**config.mk**
```make
export PLATFORM = sky130hd
export DESIGN_NAME = gtb_timebase
export DESIGN_NICKNAME = d
export VERILOG_FILES = /design/src/design/gtb_pkg.sv /design/src/design/gtb_timebase.sv
export SDC_FILE = /design/constraint.sdc
export NUM_CORES = 1
export LEC_CHECK = 0
export BUFFER_PORTS_ARGS = -buffer_cell sky130_fd_sc_hd__clkbuf_2
export CAP_MARGIN = 25
export CORE_ASPECT_RATIO = 1.25
export CORE_MARGIN = 2
export CORE_UTILIZATION = 65
export CTS_BUF_LIST = sky130_fd_sc_hd__clkbuf_4 sky130_fd_sc_hd__clkbuf_8
export CTS_CLUSTER_SIZE = 30
export DETAILED_ROUTE_END_ITERATION = 8
export PLACE_DENSITY = 0.88
export SLEW_MARGIN = 20
export SYNTH_ARGS = -nofsm -noshare
export SYNTH_HDL_FRONTEND = slang
export SYNTH_SLANG_ARGS = --single-unit
```
**constraint.sdc**
```tcl
create_clock -name clk_i -period 7.6 [get_ports clk_i]
set_input_delay 1.52 -clock clk_i [delete_from_list [all_inputs] [get_ports clk_i]]
set_output_delay 1.52 -clock clk_i [all_outputs]
set_load 0.03 [all_outputs]
```
**src/design/gtb_pkg.sv**
```systemverilog
// Shared constants and types for the general-purpose timer time base
package gtb_pkg;

	localparam int unsigned CNT_W = 16;
	localparam int unsigned ADR_W = 8;
	localparam int unsigned DAT_W = 32;
	localparam int unsigned SYNC_N = 5;

	// Register byte offsets
	localparam logic [7:0] OFS_CTRL1    = 8'h00;
	localparam logic [7:0] OFS_SMCTRL   = 8'h04;
	localparam logic [7:0] OFS_STATUS   = 8'h08;
	localparam logic [7:0] OFS_EVGEN    = 8'h0C;
	localparam logic [7:0] OFS_COUNT    = 8'h10;
	localparam logic [7:0] OFS_PRESCALE = 8'h14;
	localparam logic [7:0] OFS_RELOAD   = 8'h18;

	// Reset values
	localparam logic [15:0] RST_CTRL1    = 16'h0000;
	localparam logic [15:0] RST_SMCTRL   = 16'h0000;
	localparam logic [15:0] RST_COUNT    = 16'h0000;
	localparam logic [15:0] RST_PRESCALE = 16'h0000;
	localparam logic [15:0] RST_RELOAD   = 16'hFFFF;

	// Single-bit field positions
	localparam int unsigned CTRL1_CEN = 0;
	localparam int unsigned STS_UPD   = 0;
	localparam int unsigned STS_TRG   = 1;
	localparam int unsigned STS_DIR   = 2;
	localparam int unsigned EVG_UG    = 0;
	localparam int unsigned EVG_TG    = 1;

	typedef enum logic [1:0] {
		GTB_UP,
		GTB_DOWN,
		GTB_CENTER,
		GTB_CENTER_ALT
	} gtb_mode_e;

	typedef enum logic [1:0] {
		GTB_CK_CORE,
		GTB_CK_EXT1,
		GTB_CK_EXT2,
		GTB_CK_ITR
	} gtb_clk_e;

	typedef enum logic [1:0] {
		GTB_SM_OFF,
		GTB_SM_RESET,
		GTB_SM_GATED,
		GTB_SM_TRIGGER
	} gtb_slave_e;

	typedef enum logic [2:0] {
		GTB_TS_CH1,
		GTB_TS_CH2,
		GTB_TS_CH3,
		GTB_TS_CH4,
		GTB_TS_CH1_BOTH,
		GTB_TS_XTRIG,
		GTB_TS_ITR,
		GTB_TS_NONE
	} gtb_tsel_e;

	// First control register layout, bit 0 is the counter enable
	typedef struct packed {
		logic [11:0] rsv;
		logic        udis;
		gtb_mode_e   mode;
		logic        cen;
	} gtb_ctrl1_s;

	// Slave mode control register layout
	typedef struct packed {
		logic [1:0] rsv;
		gtb_slave_e smode;
		logic [1:0] xtrig_div;
		logic [3:0] filt;
		logic       pol;
		gtb_tsel_e  tsel;
		gtb_clk_e   clk_src;
	} gtb_smctrl_s;

endpackage : gtb_pkg

```
**src/design/gtb_timebase.sv**
```systemverilog
// Timer time base: counter, prescaler, auto-reload, clock and trigger selection
// How it works
// - Sixteen-bit counter counting up, down or center-aligned.
// - Sixteen-bit auto-reload value bounds the count and is the reload value.
// - Prescaler divides its input by setting plus one, 1 to 65536.
// - Prescale setting is buffered; active divider loads only on update.
// - Count mode field of first control register picks up, down or center.
// - Up: from 0 add 1 per tick; at reload value wrap to 0, overrun.
// - Down: subtract 1 per tick; at 0 reload, overrun.
// - Center: count 0 up to reload value then back down, repeating.
// - Center: overrun at reload minus one going up, underrun at one going down.
// - Overrun update copies reload to shadow and prescale buffer to divider.
// - Update-disable bit suppresses update events.
// - Four clock sources: internal, external mode 1, external mode 2, trigger.
// - Internal clock feeds the prescaler when no external source is picked.
// - Mode 1 counts filtered channel edges, or both edges of channel 1.
// - Mode 2 counts external trigger after polarity, divider and filter.
// - Another timer's trigger is used unfiltered.
// - Timer can act as master and slave: reset, start, stop, clock.
// - Reset-mode measurement accepts only channel inputs 1 and 2; the code refuses only channels 3 and 4.
// - Update event on overrun, underrun and counter re-initialisation.
// - Trigger event on start, stop and internal or external trigger.
//
// The implementer's own choices: the address map and the Wishbone slave port.
module gtb_timebase (
	input  wire logic                       clk_i,
	input  wire logic                       rst_i,
	input  wire logic                       wb_cyc_i,
	input  wire logic                       wb_stb_i,
	input  wire logic                       wb_we_i,
	input  wire logic [gtb_pkg::ADR_W-1:0]  wb_adr_i,
	input  wire logic [3:0]                 wb_sel_i,
	input  wire logic [gtb_pkg::DAT_W-1:0]  wb_dat_i,
	output logic      [gtb_pkg::DAT_W-1:0]  wb_dat_o,
	output logic                            wb_ack_o,
	input  wire logic [3:0]                 chan_i,
	input  wire logic                       external_trigger_input_i,
	input  wire logic                       itr_i,
	output logic                            update_evt_o,
	output logic                            trig_evt_o,
	output logic                            trgo_o,
	output logic      [gtb_pkg::CNT_W-1:0]  count_value_o
);

	localparam int unsigned W = gtb_pkg::CNT_W;

	// Registers
	logic [W-1:0] ctrl1_r;
	logic [W-1:0] smctrl_r;
	logic [1:0]   sts_r;
	logic [W-1:0] div_buf_r;
	logic [W-1:0] div_act_r;
	logic [W-1:0] div_cnt_r;
	logic [W-1:0] arr_r;
	logic [W-1:0] arr_sh_r;
	logic [W-1:0] cnt_r;
	logic         dir_r;
	logic [gtb_pkg::SYNC_N-1:0] sync1_r;
	logic [gtb_pkg::SYNC_N-1:0] sync2_r;
	logic         xtrig_prev_r;
	logic [2:0]   xtrig_div_r;
	logic         flt_r;
	logic         flt_q_r;
	logic [3:0]   flt_cnt_r;
	logic         itr_q_r;

	gtb_pkg::gtb_ctrl1_s  c1;
	gtb_pkg::gtb_smctrl_s sm;
	assign c1 = gtb_pkg::gtb_ctrl1_s'(ctrl1_r);
	assign sm = gtb_pkg::gtb_smctrl_s'(smctrl_r);

	// Two-stage synchronisers for the asynchronous pins; trigger pin is the top bit
	logic [gtb_pkg::SYNC_N-1:0] pins_raw;
	assign pins_raw = {external_trigger_input_i, chan_i};
	genvar gi;
	generate
		for (gi = 0; gi < gtb_pkg::SYNC_N; gi++) begin : g_sync
			always_ff @(posedge clk_i) begin
				if (rst_i) begin
					sync1_r[gi] <= 1'b0;
					sync2_r[gi] <= 1'b0;
				end else begin
					sync1_r[gi] <= pins_raw[gi];
					sync2_r[gi] <= sync1_r[gi];
				end
			end
		end
	endgenerate

	// Bus decode: a request is taken once, in the cycle before ack
	logic bus_req;
	logic bus_wr;
	logic hit_ctrl1;
	logic hit_sm;
	logic hit_sts;
	logic hit_evg;
	logic hit_cnt;
	logic hit_div;
	logic hit_arr;
	logic [W-1:0] wmask;
	logic [W-1:0] wdat;
	assign bus_req   = wb_cyc_i & wb_stb_i & ~wb_ack_o;
	assign bus_wr    = bus_req & wb_we_i;
	assign hit_ctrl1 = wb_adr_i == gtb_pkg::OFS_CTRL1;
	assign hit_sm    = wb_adr_i == gtb_pkg::OFS_SMCTRL;
	assign hit_sts   = wb_adr_i == gtb_pkg::OFS_STATUS;
	assign hit_evg   = wb_adr_i == gtb_pkg::OFS_EVGEN;
	assign hit_cnt   = wb_adr_i == gtb_pkg::OFS_COUNT;
	assign hit_div   = wb_adr_i == gtb_pkg::OFS_PRESCALE;
	assign hit_arr   = wb_adr_i == gtb_pkg::OFS_RELOAD;
	assign wmask     = {{8{wb_sel_i[1]}}, {8{wb_sel_i[0]}}};
	assign wdat      = wb_dat_i[W-1:0];

	function automatic logic [15:0] merge16(input logic [15:0] old,
			input logic [15:0] nw, input logic [15:0] m);
		return (old & ~m) | (nw & m);
	endfunction : merge16

	// Event generation writes: bit set means act, nothing is stored
	logic sw_ug;
	logic sw_tg;
	logic sts_clr_upd;
	logic sts_clr_trg;
	logic wr_cnt;
	assign sw_ug = bus_wr & hit_evg & wb_sel_i[0] & wb_dat_i[gtb_pkg::EVG_UG];
	assign sw_tg = bus_wr & hit_evg & wb_sel_i[0] & wb_dat_i[gtb_pkg::EVG_TG];
	assign sts_clr_upd = bus_wr & hit_sts & wb_sel_i[0] & wb_dat_i[gtb_pkg::STS_UPD];
	assign sts_clr_trg = bus_wr & hit_sts & wb_sel_i[0] & wb_dat_i[gtb_pkg::STS_TRG];
	assign wr_cnt = bus_wr & hit_cnt;

	// External trigger: polarity, then edge divider by 1, 2, 4 or 8
	logic xtrig_pol;
	logic xtrig_divd;
	assign xtrig_pol  = sync2_r[4] ^ sm.pol;
	assign xtrig_divd = (sm.xtrig_div == 2'h0) ? xtrig_pol :
	                    (sm.xtrig_div == 2'h1) ? xtrig_div_r[0] :
	                    (sm.xtrig_div == 2'h2) ? xtrig_div_r[1] : xtrig_div_r[2];

	// Filter source: channel after polarity, or divided trigger pin
	logic [3:0] ch_pol;
	logic [1:0] ch_idx;
	logic       ext_sel;
	logic       flt_in;
	assign ch_pol  = sync2_r[3:0] ^ {4{sm.pol}};
	assign ch_idx  = (sm.tsel == gtb_pkg::GTB_TS_CH1_BOTH) ? 2'h0 : sm.tsel[1:0];
	assign ext_sel = (sm.clk_src == gtb_pkg::GTB_CK_EXT2) | (sm.tsel == gtb_pkg::GTB_TS_XTRIG);
	assign flt_in  = ext_sel ? xtrig_divd : ch_pol[ch_idx];

	// Trigger input: internal trigger bypasses the filter entirely
	logic flt_rise;
	logic flt_any;
	logic itr_rise;
	logic trgi_pulse;
	logic trgi_lvl;
	logic trgi_fall;
	logic is_itr;
	assign is_itr   = sm.tsel == gtb_pkg::GTB_TS_ITR;
	assign flt_rise = flt_r & ~flt_q_r;
	assign flt_any  = flt_r ^ flt_q_r;
	assign itr_rise = itr_i & ~itr_q_r;
	assign trgi_pulse = is_itr ? itr_rise :
	                    (sm.tsel == gtb_pkg::GTB_TS_CH1_BOTH) ? flt_any :
	                    (sm.tsel == gtb_pkg::GTB_TS_NONE) ? 1'b0 : flt_rise;
	assign trgi_lvl  = is_itr ? itr_i : flt_r;
	assign trgi_fall = is_itr ? (itr_q_r & ~itr_i) : (flt_q_r & ~flt_r);

	// Prescaler input pulse per clock source
	logic div_in;
	assign div_in = (sm.clk_src == gtb_pkg::GTB_CK_CORE) ? 1'b1 :
	                (sm.clk_src == gtb_pkg::GTB_CK_EXT1) ? trgi_pulse :
	                (sm.clk_src == gtb_pkg::GTB_CK_EXT2) ? flt_rise :
	                itr_rise;

	// Slave mode controller; reset mode refuses channels 3 and 4, any other trigger source resets
	logic tsel_meas_ok;
	logic slave_reset;
	logic trig_start;
	logic trig_hit;
	logic run;
	assign tsel_meas_ok = (sm.tsel != gtb_pkg::GTB_TS_CH3) & (sm.tsel != gtb_pkg::GTB_TS_CH4);
	assign slave_reset  = (sm.smode == gtb_pkg::GTB_SM_RESET) & trgi_pulse & tsel_meas_ok;
	assign trig_start   = (sm.smode == gtb_pkg::GTB_SM_TRIGGER) & trgi_pulse;
	assign trig_hit = sw_tg | ((sm.smode != gtb_pkg::GTB_SM_OFF) &
	                  (trgi_pulse | ((sm.smode == gtb_pkg::GTB_SM_GATED) & trgi_fall)));
	// Gated mode stops the count but keeps its value
	assign run = c1.cen & ((sm.smode != gtb_pkg::GTB_SM_GATED) | trgi_lvl);

	// Prescaler tick: one per divided period
	logic tick;
	assign tick = run & div_in & (div_cnt_r == div_act_r);

	// Counter next state per mode
	logic         reinit;
	logic         ovf;
	logic         unf;
	logic [W-1:0] cnt_nxt;
	logic         dir_nxt;
	assign reinit = sw_ug | slave_reset;

	always_comb begin
		cnt_nxt = cnt_r;
		dir_nxt = dir_r;
		ovf     = 1'b0;
		unf     = 1'b0;
		if (reinit) begin
			// The update in this same cycle loads the reload value, so count from it
			cnt_nxt = (c1.mode == gtb_pkg::GTB_DOWN) ? (c1.udis ? arr_sh_r : arr_r) : '0;
			dir_nxt = c1.mode == gtb_pkg::GTB_DOWN;
		end else if (wr_cnt) begin
			cnt_nxt = merge16(cnt_r, wdat, wmask);
		end else if (tick) begin
			case (c1.mode)
				gtb_pkg::GTB_UP: begin
					dir_nxt = 1'b0;
					ovf     = cnt_r == arr_sh_r;
					cnt_nxt = ovf ? '0 : cnt_r + 16'h0001;
				end
				gtb_pkg::GTB_DOWN: begin
					dir_nxt = 1'b1;
					ovf     = cnt_r == '0;
					cnt_nxt = ovf ? arr_sh_r : cnt_r - 16'h0001;
				end
				default: begin
					if (!dir_r) begin
						if (cnt_r >= arr_sh_r) begin
							dir_nxt = 1'b1;
							cnt_nxt = cnt_r - 16'h0001;
						end else begin
							cnt_nxt = cnt_r + 16'h0001;
						end
						ovf = cnt_r + 16'h0001 == arr_sh_r - 16'h0001;
					end else begin
						if (cnt_r == '0) begin
							dir_nxt = 1'b0;
							cnt_nxt = 16'h0001;
						end else begin
							cnt_nxt = cnt_r - 16'h0001;
						end
						unf = (cnt_r != '0) & (cnt_r - 16'h0001 == 16'h0001);
					end
				end
			endcase
		end
	end

	// Update event, suppressed by the disable bit
	logic upd_evt;
	assign upd_evt = (ovf | unf | reinit) & ~c1.udis;

	// Register next values; hardware set of a flag wins over a clear
	logic [W-1:0] ctrl1_w;
	logic [W-1:0] ctrl1_nxt;
	logic [1:0]   sts_set;
	logic [1:0]   sts_nxt;
	assign ctrl1_w   = (bus_wr & hit_ctrl1) ? merge16(ctrl1_r, wdat, wmask) : ctrl1_r;
	assign ctrl1_nxt = ctrl1_w | (16'(trig_start) << gtb_pkg::CTRL1_CEN);
	assign sts_set   = {trig_hit, upd_evt};
	assign sts_nxt   = (sts_r & ~{sts_clr_trg, sts_clr_upd}) | sts_set;

	// Read mux, unmapped addresses read zero
	logic [W-1:0] sts_view;
	logic [W-1:0] rd_val;
	assign sts_view = 16'(sts_r) | (16'(dir_r) << gtb_pkg::STS_DIR);
	assign rd_val = hit_ctrl1 ? ctrl1_r :
	                hit_sm    ? smctrl_r :
	                hit_sts   ? sts_view :
	                hit_cnt   ? cnt_r :
	                hit_div   ? div_buf_r :
	                hit_arr   ? arr_r : '0;

	// Bus answer: ack one cycle after the request, dropped the next
	always_ff @(posedge clk_i) begin
		if (rst_i) begin
			wb_ack_o <= 1'b0;
			wb_dat_o <= '0;
		end else begin
			wb_ack_o <= bus_req;
			wb_dat_o <= bus_req ? {16'h0000, rd_val} : wb_dat_o;
		end
	end

	// Software registers
	always_ff @(posedge clk_i) begin
		if (rst_i) begin
			ctrl1_r   <= gtb_pkg::RST_CTRL1;
			smctrl_r  <= gtb_pkg::RST_SMCTRL;
			div_buf_r <= gtb_pkg::RST_PRESCALE;
			arr_r     <= gtb_pkg::RST_RELOAD;
			sts_r     <= 2'h0;
		end else begin
			ctrl1_r   <= ctrl1_nxt;
			smctrl_r  <= (bus_wr & hit_sm) ? merge16(smctrl_r, wdat, wmask) : smctrl_r;
			div_buf_r <= (bus_wr & hit_div) ? merge16(div_buf_r, wdat, wmask) : div_buf_r;
			arr_r     <= (bus_wr & hit_arr) ? merge16(arr_r, wdat, wmask) : arr_r;
			sts_r     <= sts_nxt;
		end
	end

	// Shadow copies load only on an update event
	always_ff @(posedge clk_i) begin
		if (rst_i) begin
			arr_sh_r  <= gtb_pkg::RST_RELOAD;
			div_act_r <= gtb_pkg::RST_PRESCALE;
		end else if (upd_evt) begin
			arr_sh_r  <= arr_r;
			div_act_r <= div_buf_r;
		end
	end

	// Prescaler counter restarts on update so the new ratio starts clean
	always_ff @(posedge clk_i) begin
		if (rst_i) begin
			div_cnt_r <= '0;
		end else if (upd_evt | reinit) begin
			div_cnt_r <= '0;
		end else if (run & div_in) begin
			div_cnt_r <= tick ? '0 : div_cnt_r + 16'h0001;
		end
	end

	// Counter and direction
	always_ff @(posedge clk_i) begin
		if (rst_i) begin
			cnt_r <= gtb_pkg::RST_COUNT;
			dir_r <= 1'b0;
		end else begin
			cnt_r <= cnt_nxt;
			dir_r <= dir_nxt;
		end
	end

	// Trigger pin divider counts rising edges after polarity
	always_ff @(posedge clk_i) begin
		if (rst_i) begin
			xtrig_prev_r <= 1'b0;
			xtrig_div_r  <= 3'h0;
		end else begin
			xtrig_prev_r <= xtrig_pol;
			xtrig_div_r  <= (xtrig_pol & ~xtrig_prev_r) ? xtrig_div_r + 3'h1 : xtrig_div_r;
		end
	end

	// Filter: output follows input after filt+1 stable samples
	always_ff @(posedge clk_i) begin
		if (rst_i) begin
			flt_r     <= 1'b0;
			flt_q_r   <= 1'b0;
			flt_cnt_r <= 4'h0;
			itr_q_r   <= 1'b0;
		end else begin
			flt_q_r <= flt_r;
			itr_q_r <= itr_i;
			if (flt_in == flt_r) begin
				flt_cnt_r <= 4'h0;
			end else if (flt_cnt_r >= sm.filt) begin
				flt_r     <= flt_in;
				flt_cnt_r <= 4'h0;
			end else begin
				flt_cnt_r <= flt_cnt_r + 4'h1;
			end
		end
	end

	// Event outputs; update doubles as master trigger for other timers
	always_ff @(posedge clk_i) begin
		if (rst_i) begin
			update_evt_o  <= 1'b0;
			trig_evt_o    <= 1'b0;
			trgo_o        <= 1'b0;
			count_value_o <= '0;
		end else begin
			update_evt_o  <= upd_evt;
			trig_evt_o    <= trig_hit;
			trgo_o        <= upd_evt;
			count_value_o <= cnt_nxt;
		end
	end

endmodule : gtb_timebase

```
# --- Word-level counts from Yosys, hierarchy flattened ---
# Cells that the tools add are included.
op_classes:
  n_addsub: 6
  n_lt_le_gt_ge: 3
  n_eq_ne: 27
  mux: 51
  bitwise: 68
  reduce_logical: 14
ops:
  columns: ["operator", "n"]
  rows:
  - ["16-bit 2-to-1 mux", 18]
  - ["16-bit bitwise AND", 6]
  - ["16-bit OR", 5]
  - ["16-bit == test", 3]
  - ["16-bit by 1-bit adder with 16-bit output (second input constant)", 2]
  - ["1-bit bitwise AND", 32]
  - ["16-bit case mux with 2 select lines", 1]
  - ["16-bit by 1-bit subtractor with 16-bit output (second input constant)", 2]
  - ["1-bit 2-to-1 mux", 28]
  - ["8-bit by 5-bit == test with 1-bit output (second input constant)", 3]
  - ["16-bit by 1-bit == test with 1-bit output (second input constant)", 1]
  - ["8-bit by 4-bit == test with 1-bit output (second input constant)", 2]
  - ["16-bit greater-or-equal comparator", 1]
  - ["16-bit zero test", 1]
  - ["16-bit NOT", 1]
  - ["16-bit by 1-bit OR with 16-bit output", 1]
  - ["16-bit nonzero test", 1]
  - ["3-bit == test (second input constant)", 4]
  - ["2-bit by 1-bit == test with 1-bit output (second input constant)", 4]
  - ["2-bit == test (second input constant)", 4]
  - ["8-bit by 3-bit == test with 1-bit output (second input constant)", 1]
  - ["8-bit zero test", 1]
  - ["1-bit NOT", 8]
  - ["1-bit OR", 8]
  - ["23 further kinds", 31]
word_totals:
  register_bits: 171
  in_bits: 55
  out_inout_bits: 52
  word_cells: 199

# --- Logic depth before layout (Yosys ltp) ---
# Gate-level depths: netlist of run 1.
depth:
  word_depth: 17
  depth_mapped: 14
  depth_no_buf: 11

# --- Worst setup path after synthesis of run 1 ---
# No wires, ideal clock.
synth_timing:
  path_type: "in2reg"
  from: "input wb_adr_i[0] (netlist bit)"
  to: "register div_act_r[0]"
  setup_time_ps: 128
  arrival_time_ps: 4053
  required_time_ps: 7472
  slack_ps: 3420
  stages: 10
  path_buffers: 1
  cell_sequence: "or4_4 -> nor2_2 -> nand2_2 -> o31ai_4 -> a21oi_2 -> a2111o_1 -> o41ai_4 -> buf_4 -> mux2i_1 -> nor2_1"
synth_between:
  elab_chain_len: 9
  word_cells_on_any_way: 14
  cone_classes: "eq/ne (2); mux (4); bitwise (8)"
synth_lines:
  columns: ["element", "line_no", "text"]
  rows:
  - ["from (decl)", "gtb_timebase.sv:31", "input wire logic [gtb_pkg::ADR_W-1:0] wb_adr_i,"]
  - ["8-bit by 4-bit == test with 1-bit output", "gtb_timebase.sv:107", "assign hit_evg = wb_adr_i == gtb_pkg::OFS_EVGEN;"]
  - ["1-bit bitwise AND (3 in a row)", "gtb_timebase.sv:125", "assign sw_ug = bus_wr & hit_evg & wb_sel_i[0] & wb_dat_i[gtb_pkg::EVG_UG];"]
  - ["1-bit OR", "gtb_timebase.sv:198", "assign reinit = sw_ug | slave_reset;"]
  - ["1-bit 2-to-1 mux", "gtb_timebase.sv:205", "if (reinit) begin"]
  - ["1-bit OR", "gtb_timebase.sv:248", "assign upd_evt = (ovf | unf | reinit) & ~c1.udis;"]
  - ["1-bit OR *", "gtb_timebase.sv:248", null]
  - ["1-bit bitwise AND *", "gtb_timebase.sv:248", null]
  - ["to (signal assigned)", "gtb_timebase.sv:303", "div_act_r <= gtb_pkg::RST_PRESCALE;"]
  - ["to (signal assigned)", "gtb_timebase.sv:306", "div_act_r <= div_buf_r;"]
  - ["to (decl)", "gtb_timebase.sv:52", "logic [W-1:0] div_act_r;"]
# Mark *: on every way between the ends. The rest lies on a longest branch, timed or not.
# A chain may end at the register's enable or synchronous reset.

# --- Worst setup path after layout of run 1 ---
layout_timing:
  from: "input wb_stb_i"
  to: "register div_act_r[1]"
layout_between:
  elab_chain_len: 11
  word_cells_on_any_way: 15
  cone_classes: "mux (4); bitwise (11)"
layout_lines:
  columns: ["element", "line_no", "text"]
  rows:
  - ["from (decl)", "gtb_timebase.sv:29", "input wire logic wb_stb_i,"]
  - ["1-bit bitwise AND * (2 in a row)", "gtb_timebase.sv:102", "assign bus_req = wb_cyc_i & wb_stb_i & ~wb_ack_o;"]
  - ["1-bit bitwise AND *", "gtb_timebase.sv:103", "assign bus_wr = bus_req & wb_we_i;"]
  - ["1-bit bitwise AND (3 in a row)", "gtb_timebase.sv:125", null]
  - ["1-bit OR", "gtb_timebase.sv:198", null]
  - ["1-bit 2-to-1 mux", "gtb_timebase.sv:205", null]
  - ["1-bit OR", "gtb_timebase.sv:248", null]
  - ["1-bit OR *", "gtb_timebase.sv:248", null]
  - ["1-bit bitwise AND *", "gtb_timebase.sv:248", null]
# Marked as above.

==> reports/qor.txt, run 1 <==
=========================================================================================
Worst Hold Class                                                             flip-flop to flip-flop
Register-to-Register Setup Slack                                                  3.24 ns
CTS tree                                                                             done
Hold WS                                                                         0.4461 ns
Unrepaired setup endpoints after global routing                                        no
Gp weighted congestion                                                              1.008
Run status                                                                   complete, no violations
Top cells by area in the synthesized netlist                                 sky130_fd_sc_hd__dfxtp_1 (34%), sky130_fd_sc_hd__mux2i_1 (6.3%), sky130_fd_sc_hd__nand2_1 (5.6%), sky130_fd_sc_hd__nor2_1 (4.8%), sky130_fd_sc_hd__a21oi_1 (4.8%)
Highest attainable clock frequency                                             0.2069 GHz
Hold Path Sink                                                                 sync2_r[2]
Remaining antenna violation count                                                       0
Number of different library cells in the post-synthesis netlist                        78
Number of endpoints failing setup at the final stage                                    0
Routed via count divided by cell count                                              6.471
Max VDD drop                                                                    0.1326 mV
Total congestion overflow                                                               0
Proportion of register bits with asynchronous set or reset after synthesis             0%
Number of register bits inferred by synthesis                                         171
Via count of the first global-routing pass                                           9107
Number of diodes added for antenna fixing                                               0
DRC marker count from the first detailed-route iteration                             1201
Total setup buffers inserted after CTS                                                  0
Mean instance size in the synthesized netlist                                   8.082 um2
Dominant cell type by area after synthesis                                   sky130_fd_sc_hd__dfxtp_1
Number of detailed-route iterations in the first pass                                   8
Endpoint class of the critical path                                             flip-flop
Placement Cell Area                                                             10490 um2
First-pass GRT wire length                                                       47.29 mm
Final core area utilization                                                        70.95%
Worst-case headroom to the max-slew limit                                          34.78%
Least-Margin Pin Slew                                                           0.9783 ns
Die width                                                                        115.6 um
CTS H-tree depth                                                                        4
Number of buffers added by the clock tree synthesis step                               17
Data arrival time of the critical path                                            5.16 ns
Crit-path leading delay family                                               buffers and inverters
Number of enable flip-flop cells after synthesis                                        0
Count of standard-cell rows                                                            51
Setup crit start kind                                                           input pin
Pwr dens                                                                     154.4 nW/um2
Buf/Inv on CP                                                                           4
Number of I/O pins                                                                    107
Estimated wirelength of the detail-placed design                                 21.58 mm
Capture instance of the worst register-to-register path                      div_act_r[1]
Instance count of the mapped netlist                                                 1251
Fillers                                                                              1234
Area of combinational cells with multiple inputs                                 6163 um2
Max Slew Vio Count                                                                      0
Detailed-route wire length                                                       30.12 mm
Hold Buf Count CTS                                                                      0
# port buffers                                                                         72
CTS-repair resized insts                                                                0
Root cell of the clock tree                                                  sky130_fd_sc_hd__clkbuf_8
Instance count after placement with tap cells included                               1473
Tmin final                                                                       4.832 ns
Clk slew on worst S/H paths                                                       0.09 ns
Area of the mapped netlist                                                      10110 um2
Clock latency of the later-clocked register in the worst-skew pair                0.48 ns
Count of placed standard cells in the final layout, fillers left out                 1505
Crit path from                                                                   wb_stb_i
Hold path start                                                                sync1_r[2]
Post-route clock period utilization                                                63.59%
Leakage component of the power                                                0.004263 uW
Most common cell type on the critical path                                   sky130_fd_sc_hd__buf_4
TritonCTS Sinks                                                                       171
Sequential cell area                                                             3423 um2
Top-area cell type share of the netlist area                                       33.86%
Max Buffers Root-to-Sink                                                                2
Number of antenna violations at the first check in global routing                       0
Post-route setup TNS                                                                 0 ns
Overall routing resource usage                                                     36.62%
Main flop type after synthesis                                               sky130_fd_sc_hd__dfxtp_1
Cell depth of the worst hold path                                                       1
Total count of hold-check failures in the final report                                  0
Initial Utilization                                                                65.75%
Drt drc                                                                                 0
Cell breakdown of the critical path                                          clkbuf_2, and3b_1, buf_4, and3_1, nand2_1, o31ai_4, buf_4, a21oi_2, a2111o_1, o41ai_4, buf_4, mux2i_1, nor2_1
Cell count of the worst reg-to-reg path                                                10
Layout cells sized above 1                                                         12.22%
Count of max-cap constraint violations                                                  0
Area Growth Syn to Fin                                                             7.920%
Class of the most critical setup path                                        input pin to flip-flop
Portion of the post-synthesis area used by sequential elements                     33.86%
Largest stage delay on the critical path                                          0.58 ns
Number of synthesis warnings                                                            0
Chip Height                                                                      143.4 um
Total Die Area                                                                  16580 um2
Maximum fanout count along the critical path                                           50
Critical path required time                                                       7.93 ns
Final Instance Area                                                             10910 um2
Final setup skew                                                               0.01830 ns
Routed WL per cell                                                               20.01 um
NumNets Final                                                                        1365
Core area                                                                       15380 um2
Via count                                                                            9739
Pin count of the biggest net entering global routing                                   85
CP max stage cell                                                            sky130_fd_sc_hd__buf_4
=========================================================================================
layer usage:
| layer | part of all wire, % | wire length [um] | track usage [%] |
|---|---|---|---|
| met5 | 0 | 0 | 0 |
| met3 | 7.9 | 2371 | 6.706 |
| met4 | 5.5 | 1658 | 22.13 |
| met1 | 38 | 11540 | 44.59 |
| met2 | 48 | 14550 | 59.77 |
worst max-delay path by stage:
stage	endpoint	depth (start not counted)	slack [ns]
CTS	div_act_r[1]	13	2.84
global placement	div_act_r[5]	13	2.58
floorplan	div_act_r[0]	10	3.42
detailed placement	div_act_r[6]	13	2.42
finish	div_act_r[1]	13	2.77
global route	div_act_r[1]	13	2.62
synthesized netlist by cell type (all sizes together), types with 18 or more instances:
cell type	number
xnor2	45
buf	28
nor2b	18
inv	40
xor2	36
nor2	131
mux2i	64
nand3	35
o211ai	24
o21ai	45
clkbuf	66
dfxtp	171
ha	30
nor3	23
nand2	152
a21oi	97
through the flow:
step / setup WS (ns) / total power (uW)
2_1_floorplan: 3.420 / 985.4
3_3_place_gp: 2.585 / 1012
3_5_place_dp: 2.418 / 1014
4_1_cts: 2.844 / 1684
5_1_grt: 2.620 / 1729
6_report: 2.768 / 1685
power breakdown:
| part | switching (uW) | leakage [uW] | internal, uW |
|---|---|---|---|
| clock | 349 | 0.000216 | 340 |
| sequential | 4.95 | 0.00138 | 903 |
| combinational | 65.2 | 0.00266 | 22.5 |
layout make-up:
cell class | instances | share of cell area (%)
sequential | 171 | 31.37
multi-input combinational | 961 | 56.48
clock buffer | 19 | 2.339
clock inverter | 13 | 1.502
timing repair buffer | 89 | 4.495
tap | 212 | 2.431
inverter | 40 | 1.376
cells in the final DEF (no fill, tap or decap), types with 17 or more instances in the layout:
cell	n
sky130_fd_sc_hd__dfxtp_1	171
sky130_fd_sc_hd__nand2_1	151
sky130_fd_sc_hd__nor2_1	130
sky130_fd_sc_hd__a21oi_1	96
sky130_fd_sc_hd__clkbuf_2	71
sky130_fd_sc_hd__mux2i_1	64
sky130_fd_sc_hd__xnor2_1	45
sky130_fd_sc_hd__o21ai_0	45
sky130_fd_sc_hd__inv_1	40
sky130_fd_sc_hd__xor2_1	36
sky130_fd_sc_hd__nand3_1	35
sky130_fd_sc_hd__ha_1	30
sky130_fd_sc_hd__o211ai_1	24
sky130_fd_sc_hd__nor3_1	23
sky130_fd_sc_hd__nor2b_1	18
sky130_fd_sc_hd__clkbuf_8	18
sky130_fd_sc_hd__buf_4	18
sky130_fd_sc_hd__nand4_1	17
logic make-up after synthesis:
logic type | Yosys count | share of synthesized area (%)
mux | 83 | 8.675
simple gates | 452 | 20.98
compound gates | 297 | 19.53
other cells | 1 | 0.03709
xor+xnor | 83 | 7.474
fa+ha+maj | 30 | 3.712
flops | 171 | 33.86
buf+inv | 134 | 5.742
No activity file was read; power rests on OpenSTA's default activity.
==> inputs of run 2 (changes only) <==
Settings changed: CORE_UTILIZATION 65 to 56, PLACE_DENSITY 0.88 to 0.81.
Clock period 7.6 ns to 4 ns, I/O delays scaled along.
==> run 2 against run 1 <==
Net effect: hold slack worse by 0.0033 ns; core utilization is 7.3 points lower; clock-buffer cell count increased by 1; power is 91% higher; highest routed layer unchanged; critical path type is now flip-flop to flip-flop; critical path depth fell by 1; critical endpoint is now div_act_r[2]; largest cell class unchanged.
==> reports/qor.txt, run 2 (synthesis gave the netlist of run 1 again) <==
=================================================================================
Chip Height                                                              154.2 um   +7.5%
Cell-internal power                                                       2424 uW   +92%
Largest stage delay on the critical path                                  0.45 ns   -0.13 ns
Final core area utilization                                                63.66%   -7.3 points
Total setup buffers inserted after CTS                                          0   unchanged
Number of diodes added for antenna fixing                                       0   unchanged
Run status                                                           complete, no violations
# port buffers                                                                 72   unchanged
Unrepaired setup endpoints after global routing                                no
Remaining antenna violation count                                               0   unchanged
Most common cell type on the critical path                           sky130_fd_sc_hd__nor2_1
Switching power of the nets                                              790.8 uW   +89%
Setup crit start kind                                                   flip-flop
CP max stage cell                                                    sky130_fd_sc_hd__a311o_1
Pin count of the biggest net entering global routing                           72   -15%
Post-route clock period utilization                                        95.96%
Clock latency of the later-clocked register in the worst-skew pair        0.47 ns   about the same
Max Slew Vio Count                                                              0   unchanged
Worst Hold Class                                                     flip-flop to flip-flop
Sw frac                                                                    24.60%   -0.30 points
Die width                                                                124.2 um   +7.5%
First-pass GRT wire length                                               48.65 mm   +2.9%
Drt drc                                                                         0   unchanged
Final setup skew                                                       0.02047 ns   +0.002167 ns
Total count of hold-check failures in the final report                          0   unchanged
Part of the total power dissipated in combinational logic                    5.2%   about the same
Core area                                                               17570 um2   +14%
Post-route setup TNS                                                         0 ns   unchanged
Leakage component of the power                                        0.004428 uW   +3.9%
Total power of the final layout                                           3215 uW   +91%
Endpoint class of the critical path                                     flip-flop
Maximum fanout count along the critical path                                   50   unchanged
Root cell of the clock tree                                          sky130_fd_sc_hd__clkbuf_8
Count of max-cap constraint violations                                          0   unchanged
Initial Utilization                                                        57.56%   -8.2 points
Worst-case headroom to the max-slew limit                                  48.10%   +13 points
Area Growth Syn to Fin                                                     10.60%
Routed via count divided by cell count                                      6.275   -3.0%
Area of combinational cells with multiple inputs                         6163 um2   unchanged
Least-Margin Pin Slew                                                   0.7762 ns   -0.2021 ns
Overall routing resource usage                                             32.49%   -4.1 points
Number of endpoints failing setup at the final stage                            0   unchanged
Highest attainable clock frequency                                     0.2605 GHz
Cell breakdown of the critical path                                  inv_1, ha_1, nor4b_1, a211oi_1, a311o_1, nor2_1, a21oi_2, a2111o_1, o41ai_4, buf_12, mux2i_1, nor2_1
Final Instance Area                                                     11180 um2   +2.5%
Count of standard-cell rows                                                    54   +5.9%
Class of the most critical setup path                                flip-flop to flip-flop
Max VDD drop                                                            0.2976 mV   +120%
Sequential power share                                                      53.6%   -0.3 points
Detailed-route wire length                                               30.78 mm   +2.2%
Estimated wirelength of the detail-placed design                         22.86 mm   +5.9%
CTS-repair resized insts                                                        0   unchanged
Total Die Area                                                          19150 um2   +16%
DRC marker count from the first detailed-route iteration                      894   -26%
CTS tree                                                                     done
Number of detailed-route iterations in the first pass                           5   -3
Via count                                                                    9714   -0.26%
Hold Buf Count CTS                                                              0   unchanged
Fillers                                                                      1518   +23%
Pwr dens                                                             287.5 nW/um2   +86%
Max Buffers Root-to-Sink                                                        2   unchanged
Sequential cell area                                                     3423 um2   unchanged
Clk slew on worst S/H paths                                               0.09 ns   about the same
Data arrival time of the critical path                                    4.16 ns   -1.00 ns
Number of antenna violations at the first check in global routing               0   unchanged
Gp weighted congestion                                                     0.9952   -1.2%
Via count of the first global-routing pass                                   9405   +3.3%
Most used cells in the layout excluding fill and tap cells           sky130_fd_sc_hd__dfxtp_1 (171), sky130_fd_sc_hd__nand2_1 (151), sky130_fd_sc_hd__nor2_1 (130)
Commonest non-fill, non-tap cell in the layout                       sky130_fd_sc_hd__dfxtp_1
Number of I/O pins                                                            107   unchanged
Routed WL per cell                                                       19.88 um   -0.65%
Tmin final                                                               3.839 ns
TritonCTS Sinks                                                               171   unchanged
Placement Cell Area                                                     10750 um2   +2.5%
Critical path required time                                               4.32 ns   -3.61 ns
Total congestion overflow                                                       0   unchanged
CTS H-tree depth                                                                4   unchanged
Crit-path leading delay family                                       compound AO/OA/AOI/OAI gates
Buf/Inv on CP                                                                   2   -2
Number of buffers added by the clock tree synthesis step                       17   unchanged
Clock share of power                                                        41.1%   +0.2 points
Layout cells sized above 1                                                 14.27%   +2.1 points
NumNets Final                                                                1396   +2.3%
=================================================================================
-- run 2: power by group through the flow --
stage               Clock [uW]  Sequential [uW]  Combinational [uW]
floorplan                    0             1780                96.1
global placement             0             1760                 162
detailed placement           0             1760                 164
CTS                       1330             1720                 165
global route              1400             1730                 179
finish                    1320             1720                 168
-- run 2: layout make-up --
type                            instances  area share [%]
Sequential cell                       171           30.61
Timing Repair Buffer                  120           6.579
Clock inverter                         12           1.443
Inverter                               40           1.343
Tap cell                              224           2.506
Multi-Input combinational cell        961           55.11
Clock buffer                           20           2.405
-- run 2: layer usage --
metal	wire, um	GRT usage (%)	vias up
li1	-	-	4544
met3	2122	5.052	120
met2	14980	53.71	491
met1	11820	39.59	4559
met5	0	0	-
met4	1848	18.73	0
-- run 2: path summary, 6_finish.rpt --
check,startpoint,end,slack (ns),depth (start not counted)
setup / recovery,flt_r,div_act_r[2],0.16,12
hold / removal,sync1_r[0],sync2_r[0],0.44,1
setup reg to reg,flt_r,div_act_r[2],0.16,12
hold reg to reg,sync1_r[0],sync2_r[0],0.44,1
-- run 2: per-stage QoR --
stage               hold slack, ns  setup WS (ns)  std cells
floorplan                   0.4138         0.5397       1266
global placement            0.4149         0.3435       1516
detailed placement          0.4272         0.2854       1516
CTS                         0.4465         0.2183       1548
global route                0.4515       0.003432       1548
finish                      0.4428         0.1614       1548
